--- src/dbgmon_pkg.sv ---
package dbgmon_pkg;

  // ----------------------------------------------------------------
  // Register map
  // ----------------------------------------------------------------
  localparam logic [7:0] OFS_BRK_AUX = 8'h00;
  localparam logic [7:0] OFS_BRK_STAT = 8'h01;
  localparam logic [7:0] OFS_MON_STAT = 8'h02;
  localparam logic [7:0] OFS_RX_DATA = 8'h03;
  localparam logic [7:0] OFS_TX_DATA = 8'h04;
  localparam logic [7:0] OFS_IRQ_STAT = 8'h05;
  localparam logic [7:0] OFS_IRQ_MASK = 8'h06;

  // ----------------------------------------------------------------
  // Field positions and reset values
  // ----------------------------------------------------------------
  localparam int BIT_WDOG_SUSPEND = 0;
  localparam int BIT_BRK_WAKE = 1;
  localparam int BIT_MON_ACTIVE = 0;
  localparam int BIT_MON_INT_OSC = 1;
  localparam int BIT_MON_TRIM = 2;
  localparam int BIT_MON_TX_BUSY = 3;
  localparam int BIT_MON_RX_FULL = 4;
  localparam int BIT_MON_LOST = 5;
  localparam int IRQ_RX_DONE = 0;
  localparam int IRQ_TX_DONE = 1;
  localparam int IRQ_FRAME_ERR = 2;
  localparam int IRQ_BRK_ENTRY = 3;
  localparam int IRQ_LINK_LOST = 4;
  localparam int IRQ_BITS = 5;
  localparam logic [7:0] RST_BRK_AUX = 8'h00;
  localparam logic [7:0] RST_IRQ_MASK = 8'h00;
  localparam logic [7:0] RST_TRIM = 8'h80;

  // ----------------------------------------------------------------
  // Monitor entry and timing
  // ----------------------------------------------------------------
  localparam logic [15:0] VECTOR_ERASED = 16'hffff;
  localparam logic [7:0] TRIM_ERASED = 8'hff;
  localparam longint CLK_HZ = 250000000;
  localparam longint MON_BAUD = 9600;
  localparam int BAUD_CYCLES = int'(CLK_HZ / MON_BAUD);
  localparam int SETTLE_CYCLES = 4;

  typedef struct packed {
    logic [7:0] addr;
    logic [7:0] wdata;
    logic wr;
    logic rd;
  } dbgmon_bus_req_s;

  typedef struct packed {
    logic active;
    logic int_osc;
    logic trim_ok;
  } dbgmon_mon_cfg_s;

  typedef enum logic [3:0] {
    RX_IDLE = 4'b0001,
    RX_START = 4'b0010,
    RX_DATA = 4'b0100,
    RX_STOP = 4'b1000
  } dbgmon_rx_e;

  typedef enum logic [2:0] {
    TX_IDLE = 3'b001,
    TX_SHIFT = 3'b010,
    TX_STOP = 3'b100
  } dbgmon_tx_e;

endpackage

--- src/dbgmon_top.sv ---
`timescale 1ns/1ns
`default_nettype none

module dbgmon_top #(
  parameter int BAUD_DIV = dbgmon_pkg::BAUD_CYCLES
) (
  input wire logic CORE_CLK,
  input wire logic RST_N,
  input wire dbgmon_pkg::dbgmon_bus_req_s BUS_REQ,
  output logic [7:0] RD_DATA,
  input wire logic IRQ_PIN,
  input wire logic IRQ_TEST_HIGH_VOLTAGE,
  input wire logic [15:0] RESET_VECTOR,
  input wire logic [7:0] FLASH_TRIM_VALUE,
  input wire logic EMULATION_MODE,
  input wire logic BREAK_REQ,
  input wire logic BREAK_EXIT,
  input wire logic WAIT_ACTIVE,
  input wire logic MONITOR_SERIAL_PIN_IN,
  output logic MONITOR_SERIAL_PIN_OUT,
  output logic MONITOR_SERIAL_PIN_OE,
  output logic WATCHDOG_HOLD,
  output logic SOFTWARE_INTERRUPT_FETCH,
  output logic BREAK_STATE,
  output logic MONITOR_MODE,
  output logic INTERNAL_OSC_ENABLE,
  output logic EXTERNAL_CLOCK_SELECT,
  output logic [7:0] OSCILLATOR_TRIM_VALUE,
  output logic IRQ
);

  localparam int CW = $clog2(BAUD_DIV + 1);

  if (BAUD_DIV < 4) begin : g_bad_div
    $error("BAUD_DIV must be at least 4");
  end

  // ----------------------------------------------------------------
  // Pin synchronisers
  // ----------------------------------------------------------------
  logic [2:0] pin_raw;
  logic [2:0] sync1;
  logic [2:0] sync2;
  logic [2:0] sync3;
  logic [2:0] pin_f;

  assign pin_raw = {MONITOR_SERIAL_PIN_IN, IRQ_TEST_HIGH_VOLTAGE, IRQ_PIN};

  genvar gi;
  for (gi = 0; gi < 3; gi++) begin : g_sync
    always_ff @(posedge CORE_CLK or negedge RST_N) begin
      if (!RST_N) begin
        sync1[gi] <= 1'b1;
        sync2[gi] <= 1'b1;
        sync3[gi] <= 1'b1;
        pin_f[gi] <= 1'b1;
      end else begin
        sync1[gi] <= pin_raw[gi];
        sync2[gi] <= sync1[gi];
        sync3[gi] <= sync2[gi];
        // A change counts only once two stages agree
        if (sync2[gi] == sync3[gi]) begin
          pin_f[gi] <= sync3[gi];
        end
      end
    end
  end

  logic irq_high;
  logic irq_tst;
  logic line_in;
  assign irq_high = pin_f[0];
  assign irq_tst = pin_f[1];
  assign line_in = pin_f[2];

  function automatic logic hit(input dbgmon_pkg::dbgmon_bus_req_s r, input logic [7:0] ofs);
    hit = r.addr == ofs;
  endfunction

  logic wr_aux;
  logic wr_bstat;
  logic wr_tx;
  logic wr_mask;
  logic rd_rx;
  logic rd_irq;
  assign wr_aux = BUS_REQ.wr && hit(BUS_REQ, dbgmon_pkg::OFS_BRK_AUX);
  assign wr_bstat = BUS_REQ.wr && hit(BUS_REQ, dbgmon_pkg::OFS_BRK_STAT);
  assign wr_tx = BUS_REQ.wr && hit(BUS_REQ, dbgmon_pkg::OFS_TX_DATA);
  assign wr_mask = BUS_REQ.wr && hit(BUS_REQ, dbgmon_pkg::OFS_IRQ_MASK);
  assign rd_rx = BUS_REQ.rd && hit(BUS_REQ, dbgmon_pkg::OFS_RX_DATA);
  assign rd_irq = BUS_REQ.rd && hit(BUS_REQ, dbgmon_pkg::OFS_IRQ_STAT);

  // ----------------------------------------------------------------
  // Monitor entry decision
  // ----------------------------------------------------------------
  logic [2:0] settle;
  logic decided;
  dbgmon_pkg::dbgmon_mon_cfg_s cfg;
  logic vec_erased;
  assign vec_erased = RESET_VECTOR == dbgmon_pkg::VECTOR_ERASED;

  // Waits for the synchronisers to fill so the pin levels are real
  always_ff @(posedge CORE_CLK or negedge RST_N) begin
    if (!RST_N) begin
      settle <= 3'h0;
      decided <= 1'b0;
      cfg <= '0;
    end else if (!decided) begin
      if (settle == 3'(dbgmon_pkg::SETTLE_CYCLES)) begin
        decided <= 1'b1;
        if (irq_tst) begin
          cfg <= '{active: 1'b1, int_osc: 1'b0, trim_ok: 1'b0};
        end else if (vec_erased && irq_high) begin
          cfg <= '{active: 1'b1, int_osc: 1'b0, trim_ok: 1'b0};
        end else if (vec_erased) begin
          cfg.active <= 1'b1;
          cfg.int_osc <= 1'b1;
          cfg.trim_ok <= FLASH_TRIM_VALUE != dbgmon_pkg::TRIM_ERASED;
        end else begin
          cfg <= '0;
        end
      end else begin
        settle <= settle + 3'h1;
      end
    end
  end

  always_ff @(posedge CORE_CLK or negedge RST_N) begin
    if (!RST_N) begin
      MONITOR_MODE <= 1'b0;
      INTERNAL_OSC_ENABLE <= 1'b0;
      EXTERNAL_CLOCK_SELECT <= 1'b0;
      OSCILLATOR_TRIM_VALUE <= dbgmon_pkg::RST_TRIM;
    end else begin
      MONITOR_MODE <= cfg.active;
      INTERNAL_OSC_ENABLE <= cfg.int_osc;
      EXTERNAL_CLOCK_SELECT <= cfg.active && !cfg.int_osc;
      if (decided && cfg.trim_ok) begin
        OSCILLATOR_TRIM_VALUE <= FLASH_TRIM_VALUE;
      end
    end
  end

  // Raising the pin mid-session drops the oscillator option, so stop talking
  logic link_lost;
  logic link_ok;
  always_ff @(posedge CORE_CLK or negedge RST_N) begin
    if (!RST_N) begin
      link_lost <= 1'b0;
    end else if (decided && cfg.int_osc && irq_high) begin
      link_lost <= 1'b1;
    end
  end
  assign link_ok = decided && cfg.active && !link_lost;

  // ----------------------------------------------------------------
  // Break state
  // ----------------------------------------------------------------
  logic wdog_suspend;
  logic wake_flag;
  logic brk_entry;
  assign brk_entry = BREAK_REQ && !BREAK_STATE;

  always_ff @(posedge CORE_CLK or negedge RST_N) begin
    if (!RST_N) begin
      wdog_suspend <= dbgmon_pkg::RST_BRK_AUX[dbgmon_pkg::BIT_WDOG_SUSPEND];
    end else if (wr_aux) begin
      wdog_suspend <= BUS_REQ.wdata[dbgmon_pkg::BIT_WDOG_SUSPEND];
    end
  end

  always_ff @(posedge CORE_CLK or negedge RST_N) begin
    if (!RST_N) begin
      BREAK_STATE <= 1'b0;
      SOFTWARE_INTERRUPT_FETCH <= 1'b0;
      WATCHDOG_HOLD <= 1'b0;
    end else begin
      SOFTWARE_INTERRUPT_FETCH <= brk_entry;
      if (brk_entry) begin
        BREAK_STATE <= 1'b1;
      end else if (BREAK_EXIT) begin
        BREAK_STATE <= 1'b0;
      end
      WATCHDOG_HOLD <= wdog_suspend && (brk_entry || (BREAK_STATE && !BREAK_EXIT));
    end
  end

  // Entry in emulation mode decides the flag; software clears it by writing 0, entry wins
  always_ff @(posedge CORE_CLK or negedge RST_N) begin
    if (!RST_N) begin
      wake_flag <= 1'b0;
    end else if (brk_entry && EMULATION_MODE) begin
      wake_flag <= WAIT_ACTIVE;
    end else if (wr_bstat && !BUS_REQ.wdata[dbgmon_pkg::BIT_BRK_WAKE]) begin
      wake_flag <= 1'b0;
    end
  end

  // ----------------------------------------------------------------
  // Monitor serial line
  // ----------------------------------------------------------------
  dbgmon_pkg::dbgmon_rx_e rx_st;
  dbgmon_pkg::dbgmon_tx_e tx_st;
  logic [CW-1:0] rx_cnt;
  logic [CW-1:0] tx_cnt;
  logic [2:0] rx_bit;
  logic [2:0] tx_bit;
  logic [7:0] rx_shift;
  logic [7:0] rx_data;
  logic rx_full;
  logic [7:0] tx_shift;
  logic rx_done;
  logic frame_err;
  logic tx_done;
  logic rx_tick;
  logic tx_tick;
  assign rx_tick = rx_cnt == CW'(BAUD_DIV - 1);
  assign tx_tick = tx_cnt == CW'(BAUD_DIV - 1);

  // Receiver is blind while transmitting: the shared line echoes our own bits
  always_ff @(posedge CORE_CLK or negedge RST_N) begin
    if (!RST_N) begin
      rx_st <= dbgmon_pkg::RX_IDLE;
      rx_cnt <= '0;
      rx_bit <= 3'h0;
      rx_shift <= 8'h00;
      rx_done <= 1'b0;
      frame_err <= 1'b0;
    end else begin
      rx_done <= 1'b0;
      frame_err <= 1'b0;
      rx_cnt <= rx_tick ? '0 : rx_cnt + CW'(1);
      case (rx_st)
        dbgmon_pkg::RX_IDLE: begin
          rx_cnt <= CW'(BAUD_DIV / 2);
          if (link_ok && !line_in && tx_st == dbgmon_pkg::TX_IDLE) begin
            rx_st <= dbgmon_pkg::RX_START;
          end
        end
        dbgmon_pkg::RX_START: begin
          if (rx_tick) begin
            rx_st <= line_in ? dbgmon_pkg::RX_IDLE : dbgmon_pkg::RX_DATA;
            rx_bit <= 3'h0;
          end
        end
        dbgmon_pkg::RX_DATA: begin
          if (rx_tick) begin
            rx_shift <= {line_in, rx_shift[7:1]};
            rx_bit <= rx_bit + 3'h1;
            if (rx_bit == 3'h7) begin
              rx_st <= dbgmon_pkg::RX_STOP;
            end
          end
        end
        dbgmon_pkg::RX_STOP: begin
          if (rx_tick) begin
            rx_st <= dbgmon_pkg::RX_IDLE;
            rx_done <= line_in;
            frame_err <= !line_in;
          end
        end
        default: rx_st <= dbgmon_pkg::RX_IDLE;
      endcase
    end
  end

  always_ff @(posedge CORE_CLK or negedge RST_N) begin
    if (!RST_N) begin
      rx_data <= 8'h00;
      rx_full <= 1'b0;
    end else if (rx_done) begin
      rx_data <= rx_shift;
      rx_full <= 1'b1;
    end else if (rd_rx) begin
      rx_full <= 1'b0;
    end
  end

  // Transmit by pulling low only; a 1 releases the line to the pull-up
  always_ff @(posedge CORE_CLK or negedge RST_N) begin
    if (!RST_N) begin
      tx_st <= dbgmon_pkg::TX_IDLE;
      tx_cnt <= '0;
      tx_bit <= 3'h0;
      tx_shift <= 8'h00;
      tx_done <= 1'b0;
      MONITOR_SERIAL_PIN_OE <= 1'b0;
    end else begin
      tx_done <= 1'b0;
      tx_cnt <= tx_tick ? '0 : tx_cnt + CW'(1);
      case (tx_st)
        dbgmon_pkg::TX_IDLE: begin
          tx_cnt <= '0;
          MONITOR_SERIAL_PIN_OE <= 1'b0;
          if (wr_tx && link_ok && rx_st == dbgmon_pkg::RX_IDLE) begin
            tx_shift <= BUS_REQ.wdata;
            tx_bit <= 3'h0;
            MONITOR_SERIAL_PIN_OE <= 1'b1;
            tx_st <= dbgmon_pkg::TX_SHIFT;
          end
        end
        dbgmon_pkg::TX_SHIFT: begin
          if (tx_tick) begin
            MONITOR_SERIAL_PIN_OE <= !tx_shift[0];
            tx_shift <= {1'b1, tx_shift[7:1]};
            tx_bit <= tx_bit + 3'h1;
            if (tx_bit == 3'h7) begin
              tx_st <= dbgmon_pkg::TX_STOP;
            end
          end
        end
        dbgmon_pkg::TX_STOP: begin
          // Bit count wrapped to 0 on entry: first tick ends d7, second ends the stop bit
          if (tx_tick) begin
            MONITOR_SERIAL_PIN_OE <= 1'b0;
            tx_bit <= tx_bit + 3'h1;
            if (tx_bit == 3'h1) begin
              tx_st <= dbgmon_pkg::TX_IDLE;
              tx_done <= 1'b1;
            end
          end
        end
        default: tx_st <= dbgmon_pkg::TX_IDLE;
      endcase
    end
  end

  always_ff @(posedge CORE_CLK or negedge RST_N) begin
    if (!RST_N) begin
      MONITOR_SERIAL_PIN_OUT <= 1'b0;
    end else begin
      MONITOR_SERIAL_PIN_OUT <= 1'b0;
    end
  end

  // ----------------------------------------------------------------
  // Interrupt status, mask and read port
  // ----------------------------------------------------------------
  logic [dbgmon_pkg::IRQ_BITS-1:0] irq_stat;
  logic [dbgmon_pkg::IRQ_BITS-1:0] irq_mask;
  logic [dbgmon_pkg::IRQ_BITS-1:0] irq_evt;
  logic lost_q;
  always_ff @(posedge CORE_CLK or negedge RST_N) begin
    if (!RST_N) begin
      lost_q <= 1'b0;
    end else begin
      lost_q <= link_lost;
    end
  end
  assign irq_evt = {link_lost && !lost_q, brk_entry, frame_err, tx_done, rx_done};

  // A read clears status, but an event in the same cycle stays set
  always_ff @(posedge CORE_CLK or negedge RST_N) begin
    if (!RST_N) begin
      irq_stat <= '0;
    end else begin
      irq_stat <= (rd_irq ? '0 : irq_stat) | irq_evt;
    end
  end

  always_ff @(posedge CORE_CLK or negedge RST_N) begin
    if (!RST_N) begin
      irq_mask <= dbgmon_pkg::RST_IRQ_MASK[dbgmon_pkg::IRQ_BITS-1:0];
      IRQ <= 1'b0;
    end else begin
      if (wr_mask) begin
        irq_mask <= BUS_REQ.wdata[dbgmon_pkg::IRQ_BITS-1:0];
      end
      IRQ <= |((irq_stat | irq_evt) & irq_mask);
    end
  end

  logic [7:0] rd_mux;
  always_comb begin
    rd_mux = 8'h00;
    case (BUS_REQ.addr)
      dbgmon_pkg::OFS_BRK_AUX: rd_mux[dbgmon_pkg::BIT_WDOG_SUSPEND] = wdog_suspend;
      dbgmon_pkg::OFS_BRK_STAT: rd_mux[dbgmon_pkg::BIT_BRK_WAKE] = wake_flag;
      dbgmon_pkg::OFS_MON_STAT: begin
        rd_mux[dbgmon_pkg::BIT_MON_ACTIVE] = cfg.active;
        rd_mux[dbgmon_pkg::BIT_MON_INT_OSC] = cfg.int_osc;
        rd_mux[dbgmon_pkg::BIT_MON_TRIM] = cfg.trim_ok;
        rd_mux[dbgmon_pkg::BIT_MON_TX_BUSY] = tx_st != dbgmon_pkg::TX_IDLE;
        rd_mux[dbgmon_pkg::BIT_MON_RX_FULL] = rx_full;
        rd_mux[dbgmon_pkg::BIT_MON_LOST] = link_lost;
      end
      dbgmon_pkg::OFS_RX_DATA: rd_mux = rx_data;
      dbgmon_pkg::OFS_IRQ_STAT: rd_mux[dbgmon_pkg::IRQ_BITS-1:0] = irq_stat;
      dbgmon_pkg::OFS_IRQ_MASK: rd_mux[dbgmon_pkg::IRQ_BITS-1:0] = irq_mask;
      default: rd_mux = 8'h00;
    endcase
  end

  always_ff @(posedge CORE_CLK or negedge RST_N) begin
    if (!RST_N) begin
      RD_DATA <= 8'h00;
    end else begin
      RD_DATA <= BUS_REQ.rd ? rd_mux : 8'h00;
    end
  end

endmodule

`default_nettype wire

--- config.mk ---
export PLATFORM = sky130hd
export DESIGN_NAME = dbgmon_top
export DESIGN_NICKNAME = d
export VERILOG_FILES = /design/src/dbgmon_pkg.sv /design/src/dbgmon_top.sv
export SDC_FILE = /design/constraint.sdc
export NUM_CORES = 1
export LEC_CHECK = 0
export ABC_CLOCK_PERIOD_IN_PS = 3500
export CORE_MARGIN = 10
export CORE_UTILIZATION = 30
export DETAILED_ROUTE_END_ITERATION = 16
export DONT_BUFFER_PORTS = 1
export PLACE_DENSITY = 0.44
export SYNTH_ARGS = -nofsm -noshare
export SYNTH_HDL_FRONTEND = slang
export SYNTH_SLANG_ARGS = --single-unit
--- constraint.sdc ---
create_clock -name CORE_CLK -period 3.5 [get_ports CORE_CLK]
set_input_delay 0.875 -clock CORE_CLK [delete_from_list [all_inputs] [get_ports CORE_CLK]]
set_output_delay 0.875 -clock CORE_CLK [all_outputs]
set_load 0.005 [all_outputs]
==> results.rst <==
.. list-table::
   :header-rows: 1

   * - Metric
     - Value
   * - Result of the run
     - finished, final reports clean
   * - Initial core utilization
     - 30.6%
   * - Fraction of layout cells with a size suffix above 1
     - 17.4%
   * - Die footprint
     - 25100 um^2
   * - Latest clock arrival within the worst-skew pair
     - 0.42 ns
   * - Wire length on met1
     - 5.70 mm
   * - Worst Setup Path Type
     - reg2reg
   * - Worst hold-check path type
     - in2async
   * - Via/cell ratio
     - 4.96
   * - RSZ-0062 raised after global routing
     - no
   * - Cell row count
     - 50
   * - Number of global-route vias before repair
     - 3723
   * - DRC violations left
     - 0
   * - Initial antenna violation count
     - 0
   * - Setup-violating endpoint count in the final report
     - 0
   * - Met2 wire length
     - 5.63 mm
   * - Synth top area cells
     - sky130_fd_sc_hd__dfrtp_1 (49%), sky130_fd_sc_hd__dfstp_2 (6.9%), sky130_fd_sc_hd__mux2_2 (6.7%)
   * - Post-synthesis instance area
     - 5750 um^2
   * - Share of synthesized area occupied by flip-flops and latches
     - 56.0%
   * - Warning count from the yosys run
     - 0
   * - Total Nets Final
     - 561
   * - Leakage power figure
     - 2.76 nW
   * - PwrDens
     - 524 nW/um^2
   * - DR top layer
     - met4
   * - Total routed wirelength
     - 12.2 mm
   * - Drt initial violations
     - 177
   * - Overflow left after global routing
     - 0
   * - Reported max-cap violation count
     - 0
   * - Post-synthesis cell type count
     - 60
   * - Async SR Flop Fraction
     - 100%
   * - Final clock period utilization by the worst path
     - 71.7%
   * - H-tree depth
     - 4
   * - Number of enable-type register cells in the synthesized netlist
     - 0
   * - Number of vias in the routed layout
     - 3703
   * - Longest Clk Path Bufs
     - 2
   * - Hold violation total from the final report
     - 0
   * - Total power draw
     - 0.00343 W
   * - Buffer type at the clock tree root
     - sky130_fd_sc_hd__clkbuf_16
   * - Slew Viols, Final
     - 0
   * - Tightest Pin Transition
     - 0.920 ns
   * - Overall fraction of global-route tracks in use
     - 10.1%
   * - Area growth syn-to-layout
     - 13.7%
   * - R2R setup slack
     - 0.99 ns
   * - Overall die height
     - 158 um
   * - Number of cells in the finished layout apart from fillers
     - 746
   * - Clock buffers created by TritonCTS
     - 17
   * - TNS Setup
     - 0 ns
   * - Prevailing post-synth register cell
     - sky130_fd_sc_hd__dfrtp_1
   * - Routed Antenna Nets
     - 0
   * - Cell total after placement
     - 714
   * - Routability congestion estimate from global placement
     - 0.816
   * - Port bufs
     - 0
   * - TritonCTS clock tree
     - built
   * - CP required
     - 3.80 ns
   * - Maximum clock frequency
     - 399 MHz
   * - Relative max-transition margin
     - 38.1%
   * - Half-perimeter wire length after detailed placement
     - 8.75 mm
   * - Avg Synthesized Cell Area
     - 11.5 um^2
   * - Setup Fix Bufs, Post-CTS
     - 0
   * - Post-cts resize count
     - 0
   * - Crit path launch type
     - flip-flop
   * - Worst Hold Slack
     - 0.148 ns
   * - Routed length on met3
     - 757 um
   * - Diodes inserted
     - 0
   * - Standard cell core area
     - 18800 um^2
   * - Post-synthesis net count
     - 562
   * - CP max FO
     - 11
   * - Initial DRT Pass Iterations
     - 4
   * - Timing startpoint of the critical path
     - tx_st[0]$_DFFE_PN1P_
   * - Worst Reg-to-Reg Cells
     - 4
   * - Count of filler cells inserted in the layout
     - 1858
   * - Endpoint kind of the worst setup timing path
     - flip-flop
   * - Die boundary width
     - 158 um
   * - Worst Skew
     - 0.00980 ns
   * - Boundary pin count
     - 76
   * - Clock slew seen by the registers of the worst setup and hold paths
     - 0.06 ns
   * - Endpoint of the most critical register-to-register path
     - tx_shift[5]$_DFFE_PN0P_
   * - Period minus WS final
     - 2.51 ns
   * - Routed length per instance
     - 16.4 um
   * - Fraction of post-synthesis cell area in the top cell type by area
     - 49.2%
   * - Worst supply voltage drop on vdd
     - 0.276 mV
   * - Number of buffers added to fix hold violations after cts
     - 0
   * - Leading area contributor after synthesis
     - sky130_fd_sc_hd__dfrtp_1
   * - Clock Sinks
     - 128
   * - Origin of the critical flop-to-flop path
     - tx_st[0]$_DFFE_PN1P_
   * - Synthesized flop and latch total
     - 128
   * - Largest net degree at the start of global routing
     - 129
   * - Post-place setup slack
     - 1.00 ns
   * - Global-route wire length before repair
     - 19.7 mm
   * - Worst path arrival time
     - 2.80 ns
   * - Gate count of the mapped netlist
     - 500
   * - Least setup slack across all paths after layout
     - 0.992 ns
## cells by family (layout without fill, tap and decap cells)
group	Yosys count	after routing	synth area share, %
compound gates	75	75	9.47
xor+xnor	25	25	3.81
fa+ha+maj	14	14	2.92
buf+inv	32	44	2.46
flops	128	128	56.0
mux	38	38	7.35
other cells	1	1	0.0652
simple gates	187	187	17.9
## how the worst max path moves through the flow
| stage | slack, ns | endpoint | depth (start not counted) |
|---|---|---|---|
| after detailed placement | 1.00 | tx_shift[4]$_DFFE_PN0P_ | 4 |
| after global routing | 0.90 | tx_shift[4]$_DFFE_PN0P_ | 4 |
| after global placement | 1.06 | tx_shift[3]$_DFFE_PN0P_ | 4 |
| after floorplan | 1.18 | tx_shift[0]$_DFFE_PN0P_ | 6 |
| final | 0.99 | tx_shift[5]$_DFFE_PN0P_ | 4 |
| after CTS | 0.99 | tx_shift[5]$_DFFE_PN0P_ | 4 |
## worst max-delay path: stages (launching register included)
cell and delay (ns):
sky130_fd_sc_hd__dfstp_2 0.62, sky130_fd_sc_hd__or3b_2 0.50, sky130_fd_sc_hd__or4_4 0.58, sky130_fd_sc_hd__or2_0 0.38
sky130_fd_sc_hd__o221a_1 0.31
## Yosys cell counts, types with 3 or more instances
cell type	n
sky130_fd_sc_hd__a21o_1	6
sky130_fd_sc_hd__a21oi_1	10
sky130_fd_sc_hd__a22o_1	3
sky130_fd_sc_hd__a22oi_1	4
sky130_fd_sc_hd__and2_1	9
sky130_fd_sc_hd__and3_1	10
sky130_fd_sc_hd__and4_1	4
sky130_fd_sc_hd__clkbuf_1	13
sky130_fd_sc_hd__dfrtp_1	113
sky130_fd_sc_hd__dfstp_2	15
sky130_fd_sc_hd__ha_1	11
sky130_fd_sc_hd__inv_1	12
sky130_fd_sc_hd__maj3_1	3
sky130_fd_sc_hd__mux2_2	34
sky130_fd_sc_hd__mux2i_1	4
sky130_fd_sc_hd__nand2_1	30
sky130_fd_sc_hd__nand2b_1	6
sky130_fd_sc_hd__nand3_1	16
sky130_fd_sc_hd__nand3b_1	3
sky130_fd_sc_hd__nand4_1	14
sky130_fd_sc_hd__nand4b_1	4
sky130_fd_sc_hd__nor2_1	40
sky130_fd_sc_hd__nor2b_1	11
sky130_fd_sc_hd__nor3_1	7
sky130_fd_sc_hd__nor3b_1	4
sky130_fd_sc_hd__nor4_1	3
sky130_fd_sc_hd__o211ai_1	3
sky130_fd_sc_hd__o21ai_0	19
sky130_fd_sc_hd__o221a_1	7
sky130_fd_sc_hd__o2bb2ai_1	3
sky130_fd_sc_hd__o31ai_1	4
sky130_fd_sc_hd__or3_1	12
sky130_fd_sc_hd__or4_1	3
sky130_fd_sc_hd__xnor2_1	11
sky130_fd_sc_hd__xor2_1	14
## area by class of cell
type                    count  area [um^2]  area share (%)
clock buffers              17          425            6.50
well taps                 234          293            4.48
multi-input cells         340         2390            36.5
clock inverters            15          168            2.56
inverters                  12         45.0           0.689
flip-flops and latches    128         3220            49.3
## state kept, by name, indices dropped and copies added, names as in the netlist, 4 cells and up
register               cells
irq_stat                   5
rx_data                    8
rx_cnt                    15
OSCILLATOR_TRIM_VALUE      8
RD_DATA                    8
rx_st                      4
rx_shift                   8
tx_shift                   8
irq_mask                   5
tx_cnt                    15
## cell usage in the layout, fill, tap and decap left out, types with 10 or more instances in the layout
master and instances:
sky130_fd_sc_hd__a21oi_1 10, sky130_fd_sc_hd__and3_1 10, sky130_fd_sc_hd__clkbuf_16 17, sky130_fd_sc_hd__dfrtp_1 113
sky130_fd_sc_hd__dfstp_2 15, sky130_fd_sc_hd__ha_1 11, sky130_fd_sc_hd__inv_1 12, sky130_fd_sc_hd__mux2_2 34
sky130_fd_sc_hd__nand2_1 30, sky130_fd_sc_hd__nand3_1 16, sky130_fd_sc_hd__nand4_1 14, sky130_fd_sc_hd__nor2_1 40
sky130_fd_sc_hd__nor2b_1 11, sky130_fd_sc_hd__o21ai_0 19, sky130_fd_sc_hd__or3_1 12, sky130_fd_sc_hd__xnor2_1 11
sky130_fd_sc_hd__xor2_1 14
## where the power goes
part / internal (W) / leakage [nW] / switching, W / total (W)
clock: 0.00101 / 0.292 / 0.000741 / 0.00176
combinational: 0.0000504 / 0.837 / 0.0000552 / 0.000106
sequential: 0.00153 / 1.63 / 0.0000346 / 0.00156
total: 0.00259 / 2.76 / 0.000830 / 0.00343
## per-stage QoR
stage	utilization, %	instance area (um^2)
2_1_floorplan	-	5750
3_3_place_gp	31.7	5950
3_5_place_dp	31.7	5950
4_1_cts	34.8	6540
5_1_grt	34.8	6540
6_report	34.8	6540
## routing by layer
layer,global-route usage [%],vias up
met1,12.7,1809
met4,4.15,0
met2,15.4,81
met3,3.53,13
li1,-,1800
met5,0,-
Power figures use the tool's default switching activity.
